<file path="config.mk">
export PLATFORM = sky130hd
export DESIGN_NAME = tap_guard
export DESIGN_NICKNAME = d
export VERILOG_FILES = /design/src/hdl/tap_pkg.sv /design/src/hdl/tap_guard.sv /design/src/hdl/tap_mc_count.sv
export SDC_FILE = /design/constraint.sdc
export NUM_CORES = 1
export LEC_CHECK = 0
export BUFFER_PORTS_ARGS = -buffer_cell sky130_fd_sc_hd__buf_4
export CAP_MARGIN = 5
export CORE_MARGIN = 4
export CORE_UTILIZATION = 40
export CTS_CLUSTER_DIAMETER = 60
export DETAILED_ROUTE_END_ITERATION = 8
export PLACE_DENSITY_LB_ADDON = 0.25
export RECOVER_POWER = 100
export SYNTH_ARGS = -nofsm -noshare
export SYNTH_HDL_FRONTEND = slang
export SYNTH_SLANG_ARGS = --single-unit
</file>
<file path="constraint.sdc">
create_clock -name ref_clk -period 1.4 [get_ports ref_clk]
set_input_delay 0.28 -clock ref_clk [delete_from_list [all_inputs] [get_ports ref_clk]]
set_output_delay 0.28 -clock ref_clk [all_outputs]
set_load 0.01 [all_outputs]
</file>
<file path="src/hdl/tap_pkg.sv">
/*
  shared constants and carrier types for the timed write guard.
  assumes an 8-bit special-function write port driven by the cpu core.
*/
`default_nettype none
package tap_pkg;
  // special-function addresses
  localparam logic [7:0] KEY_ADDR = 8'hc7;
  localparam logic [7:0] WDC_ADDR = 8'hd8;
  // key bytes
  localparam logic [7:0] KEY_FIRST = 8'haa;
  localparam logic [7:0] KEY_SECOND = 8'h55;
  // watchdog control reset value and the bits that need the open window
  localparam logic [7:0] WDC_RESET = 8'h00;
  localparam logic [7:0] WDC_PROT_MASK = 8'h0f;
  // timing in machine cycles
  localparam int unsigned KEY_WAIT_MC = 3;
  localparam int unsigned OPEN_MC = 3;
  localparam int unsigned CNT_W = 3;

  typedef enum logic [1:0] {
    TAP_IDLE = 2'b00,
    TAP_ARMED = 2'b01,
    TAP_OPEN = 2'b10
  } tap_state_e;

  typedef struct packed {
    logic en;
    logic [7:0] addr;
    logic [7:0] data;
  } tap_sfr_wr_s;

  typedef struct packed {
    tap_state_e st;
    logic open;
    logic armed;
    logic [7:0] wdc;
  } tap_regs_s;

  typedef struct packed {
    logic [CNT_W-1:0] cnt;
  } tap_cnt_s;
endpackage
`default_nettype wire

</file>
<file path="src/hdl/tap_guard.sv">
/*
  timed write guard: key sequence on the access key register opens a short
  window during which protected watchdog control bits may be written.
  assumes the cpu presents every sfr write, including bit and
  read-modify-write forms, as one merged byte on sfr_wr for one clock,
  and pulses mc_tick once per machine cycle.
*/
// Function
// - a write to a protected bit takes effect only while the window is open, else it is dropped.
// - a write of aah to the key register starts a count watching for 55h within 3 machine cycles.
// - a timely 55h write opens the window for 3 machine cycles, after which it closes by itself.
// - the key register is decoded at special-function address c7h.
// - a 55h write landing 4 machine cycles after aah does not open the window.
// - only the low four watchdog control bits (mask 0fh) are guarded by the window; the upper four are always writable.
`default_nettype none
module tap_guard #(
  parameter int unsigned KEY_WAIT_MC = tap_pkg::KEY_WAIT_MC,
  parameter int unsigned OPEN_MC = tap_pkg::OPEN_MC,
  parameter logic [7:0] PROT_MASK = tap_pkg::WDC_PROT_MASK
) (
  input wire logic ref_clk,
  input wire logic rst,
  input wire logic mc_tick,
  input wire tap_pkg::tap_sfr_wr_s sfr_wr,
  output logic window_open,
  output logic key_armed,
  output logic [7:0] watchdog_control
);
  tap_pkg::tap_regs_s r_q;
  tap_pkg::tap_regs_s r_d;
  logic restart;
  logic [tap_pkg::CNT_W-1:0] cnt;
  logic key_wr;
  logic wdc_wr;
  logic [7:0] wr_mask;

  localparam logic [tap_pkg::CNT_W-1:0] KEY_LAST = tap_pkg::CNT_W'(KEY_WAIT_MC);
  localparam logic [tap_pkg::CNT_W-1:0] OPEN_LAST = tap_pkg::CNT_W'(OPEN_MC);

  tap_mc_count #(
    .W(tap_pkg::CNT_W)
  ) u_count (
    .ref_clk(ref_clk),
    .rst(rst),
    .restart(restart),
    .tick(mc_tick),
    .count(cnt)
  );

  assign key_wr = sfr_wr.en && (sfr_wr.addr == tap_pkg::KEY_ADDR);
  assign wdc_wr = sfr_wr.en && (sfr_wr.addr == tap_pkg::WDC_ADDR);

  always_comb
  begin
    r_d = r_q;
    restart = 1'b0;
    case (r_q.st)
      tap_pkg::TAP_IDLE:
      begin
        if (key_wr && (sfr_wr.data == tap_pkg::KEY_FIRST))
        begin
          r_d.st = tap_pkg::TAP_ARMED;
          restart = 1'b1;
        end
      end
      tap_pkg::TAP_ARMED:
      begin
        // the key write wins over a tick in the same clock
        if (key_wr && (sfr_wr.data == tap_pkg::KEY_SECOND))
        begin
          r_d.st = tap_pkg::TAP_OPEN;
          restart = 1'b1;
        end
        else if (key_wr && (sfr_wr.data == tap_pkg::KEY_FIRST))
        begin
          restart = 1'b1;
        end
        else if (key_wr)
        begin
          r_d.st = tap_pkg::TAP_IDLE;
        end
        else if (mc_tick && (cnt >= KEY_LAST))
        begin
          r_d.st = tap_pkg::TAP_IDLE;
        end
      end
      tap_pkg::TAP_OPEN:
      begin
        if (key_wr && (sfr_wr.data == tap_pkg::KEY_FIRST))
        begin
          r_d.st = tap_pkg::TAP_ARMED;
          restart = 1'b1;
        end
        else if (mc_tick && (cnt >= OPEN_LAST))
        begin
          // back to idle: only a fresh key pair reopens
          r_d.st = tap_pkg::TAP_IDLE;
        end
      end
      default:
      begin
        r_d.st = tap_pkg::TAP_IDLE;
      end
    endcase
    // protected bits follow the window, the rest are always writable
    wr_mask = (r_q.st == tap_pkg::TAP_OPEN) ? 8'hff : ~PROT_MASK;
    if (wdc_wr)
    begin
      r_d.wdc = (r_q.wdc & ~wr_mask) | (sfr_wr.data & wr_mask);
    end
    r_d.open = (r_d.st == tap_pkg::TAP_OPEN);
    r_d.armed = (r_d.st == tap_pkg::TAP_ARMED);
  end

  always_ff @(posedge ref_clk or posedge rst)
  begin
    if (rst)
    begin
      r_q <= '{st: tap_pkg::TAP_IDLE, open: 1'b0, armed: 1'b0, wdc: tap_pkg::WDC_RESET};
    end
    else
    begin
      r_q <= r_d;
    end
  end

  assign window_open = r_q.open;
  assign key_armed = r_q.armed;
  assign watchdog_control = r_q.wdc;
endmodule
`default_nettype wire

</file>
<file path="src/hdl/tap_mc_count.sv">
/*
  saturating count of machine-cycle ticks since the last restart.
  assumes tick is a one-clock pulse per machine cycle.
*/
`default_nettype none
module tap_mc_count #(
  parameter int unsigned W = tap_pkg::CNT_W
) (
  input wire logic ref_clk,
  input wire logic rst,
  input wire logic restart,
  input wire logic tick,
  output logic [W-1:0] count
);
  logic [W-1:0] cnt_q;
  logic [W-1:0] cnt_d;

  always_comb
  begin
    cnt_d = cnt_q;
    if (restart)
    begin
      cnt_d = '0;
    end
    else if (tick && (cnt_q != {W{1'b1}}))
    begin
      // saturate so a long idle gap never wraps back into range
      cnt_d = cnt_q + W'(1);
    end
  end

  always_ff @(posedge ref_clk or posedge rst)
  begin
    if (rst)
    begin
      cnt_q <= '0;
    end
    else
    begin
      cnt_q <= cnt_d;
    end
  end

  assign count = cnt_q;
endmodule
`default_nettype wire

</file>
==> reports/summary.txt <==
STATUS
----------------------------------------------------------------------------------------------------
Result of the run                                                                       finished, violations left
Violated checks                                                                         setup timing

LAYOUT
----------------------------------------------------------------------------------------------------
Filler cells                                                                                     202
Final Util                                                                                     56.6%
Antenna Cells                                                                                      0
Seq. cell area                                                                             375 sq um
Layout cells sized above 1                                                                     45.6%
Area grow syn2layout                                                                           34.4%
Count of nets after finishing                                                                    127
Count of non-filler cells in the finished layout                                                 130
Footprint of the multi-input gates                                                         408 sq um

CRITICAL PATH
----------------------------------------------------------------------------------------------------
Crit Reg-Reg Endpoint                                                                        r_q[10]
Category of the worst setup path launch point                                               register
Source of the worst register-to-register timing path                                    u_count.count[1]
Critical path fanouts, max                                                                         2
Arrival time of data at the critical path endpoint                                           1630 ps
Element type at the critical path end                                                       register
FF-to-FF setup slack                                                                          -10 ps
Category of the critical setup timing path                                                reg -> reg
Worst endpoint required time                                                                 1620 ps
Worst Reg-to-Reg Cells                                                                             6

SYNTHESIS
----------------------------------------------------------------------------------------------------
Largest cells by area after synthesis                                                   dfrtp_1, buf_4, mux2_4
Share of flip-flops with an asynchronous set or reset                                           100%
Cell with the most instances after synthesis                                                 dfrtp_1
List of most frequent post-synthesis cells                                              dfrtp_1, buf_4
Number of synthesized flops with an enable pin                                                     0
Post-synthesis sequential element count                                                           15
Post-Synthesis Mean Instance Area                                                         12.3 sq um
Syn Nets                                                                                          90
Count of yosys warnings during synthesis                                                           0
Total standard cell area after synthesis                                                   826 sq um
Number of distinct standard cells referenced by the synthesized netlist                           26
Leading area contributor after synthesis                                                     dfrtp_1
Number of instances in the synthesized netlist                                                    67
Top-area cell type share of the netlist area                                                   45.5%
Share of synthesized area occupied by flip-flops and latches                                   45.5%
Top_reg_cell synth                                                                           dfrtp_1

CLOCK NETWORK
----------------------------------------------------------------------------------------------------
Largest buffer count on any clock path                                                             2
Clock latency of the later-clocked register in the worst-skew pair                            280 ps
Post CTS Setup Buffer Count                                                                        0
Hold buffers post-CTS                                                                              0
Num Clock Sinks                                                                                   15
TritonCTS clock tree                                                                             yes
Clock buffer count from CTS                                                                        3
Master cell of the clock root buffer                                                        clkbuf_4
Clock-pin slew reported for the worst setup and hold paths after clock tree synthesis          90 ps
H-tree depth reported by CTS                                                                       1

DETAILED ROUTING
----------------------------------------------------------------------------------------------------
Drt first pass iters                                                                               2
Wirelength, routed                                                                      1720 microns
Highest routed metal layer                                                                      met4
Remaining routing DRC violations                                                                   0
Vias per cell                                                                                   4.83
Routed WL per cell                                                                      13.2 microns
Post-route ant nets                                                                                0
Number of DRC markers after the initial detailed-route iteration                                  11
Met2 routed wirelength                                                                   928 microns
WL met1                                                                                  691 microns
Vias after detailed routing                                                                      628
Met3 layer wire length in the routed design                                               78 microns

FLOORPLAN
----------------------------------------------------------------------------------------------------
Initial Util                                                                                   42.1%
I/O Pins                                                                                          30
DIE HEIGHT                                                                              53.4 microns
Area of the die                                                                           2860 sq um
Core box area                                                                             1960 sq um
Width of the die                                                                        53.4 microns
Num rows                                                                                          16

GRT
----------------------------------------------------------------------------------------------------
Overflow left after global routing                                                                 0
Number of antenna violations at the first check in global routing                                  0
Maximum number of pins on one net before global-route repair                                      16
Number of global-route vias before repair                                                        694
First-pass GRT wire length                                                              2780 microns
Total Routing Usage GR                                                                         13.7%

PLACE
----------------------------------------------------------------------------------------------------
Final estimated routing congestion in global placement                                         0.711
Final HPWL DP                                                                           1410 microns
Port bufs                                                                                         29
Cell Count Post-Placement                                                                        126

STA
----------------------------------------------------------------------------------------------------
Portion of the clock cycle consumed by the worst path in the final layout                       101%
Final hold vios                                                                                    0
RSZ-0062 raised after global routing                                                             yes
Worst-case setup margin in the final layout                                                 -12.9 ps
Worst Hold Slack                                                                             50.6 ps
Maximum clock skew at final layout                                                           4.84 ps
Post-route minimum period                                                                    1410 ps
Relative slew slack                                                                            62.0%
Number of setup violations in the final report                                                     2
Actual slew at the worst max-slew pin                                                         570 ps
Max frequency                                                                                708 MHz
Number of max-slew violations in the final report                                                  0

POWER
----------------------------------------------------------------------------------------------------
P per Cell Area                                                                         1030 nW/um^2
Final Power                                                                                  1.14 mW
Worst-case vdd ir drop                                                                      0.504 mV
Leak                                                                                        0.547 nW

RUN
----------------------------------------------------------------------------------------------------
Max-capacitance violation count                                                                    0

HOLD PATH
----------------------------------------------------------------------------------------------------
Class of the tightest hold or removal check                                              in -> async

## what timing repair did
item,4_1_cts,5_1_grt
gates resized for setup,3,3
setup endpoints to repair,5,6
pin swaps,3,2
cloned,0,0
## worst max path at each step
stage / start / end / slack (ps) / cells after the start
finish: u_count.count[1] / r_q[10] / -10 / 6
global route: u_count.count[0] / r_q[10] / -60 / 6
CTS: u_count.count[1] / r_q[10] / -30 / 6
detailed placement: sfr_wr[9] / register / -260 / 5
global placement: sfr_wr[9] / register / -240 / 5
floorplan: sfr_wr[9] / register / -140 / 4
## cells in the final DEF (no fill, tap or decap), types with 2 or more instances in the layout
| cell | netlist | routed |
|---|---|---|
| inv_1 | 2 | 2 |
| clkbuf_1 | 0 | 12 |
| mux2_2 | 4 | 4 |
| nand2_1 | 3 | 2 |
| o21bai_1 | 2 | 2 |
| clkbuf_4 | 0 | 5 |
| dfrtp_1 | 15 | 15 |
| nor2_1 | 4 | 4 |
| mux2_4 | 4 | 4 |
| buf_4 | 8 | 27 |
| nand3_1 | 2 | 3 |
| o21a_1 | 2 | 2 |
| nor4bb_1 | 4 | 4 |
## area by class of cell
class	count	area share [%]
multi-input cells	42	36.8
flip-flops and latches	15	33.8
repair buffers	40	23.3
well taps	27	3.04
clock buffers	4	2.37
inverters	2	0.676
## through the flow
step	instance area (sq um)	setup WS [ps]	TNS [ps]
after global routing	1110	-55.4	-241
final	1110	-12.9	-18.3
after global placement	1100	-240	-1040
after detailed placement	1100	-258	-1340
after CTS	1140	-33.9	-71.7
after floorplan	828	-137	-548
## metal layers
layer / global-route usage [%] / up-vias
met1: 14.0 / 298
met5: 0 / -
met3: 2.54 / 2
met4: 8.09 / 0
met2: 25.3 / 17
li1: - / 311
## power by group
group	total (mW)	switching (mW)	internal (mW)
clock network	0.244	0.133	0.110
logic	0.379	0.168	0.211
registers	0.521	0.0372	0.484
total	1.14	0.338	0.806
## cell families after synthesis
logic type | synth area share, %
buf+inv | 8.18
flops | 45.5
mux | 13.9
fa+ha+maj | 4.55
xor+xnor | 1.06
compound gates | 6.67
simple gates | 20.2
## critical path, stage by stage (launching register included)
cell     delay (ps)
dfrtp_1         400
ha_2            210
ha_4            150
a211o_1         230
nand2_2          80
and3_4          180
o21a_1          110
Power figures use the tool's default switching activity.
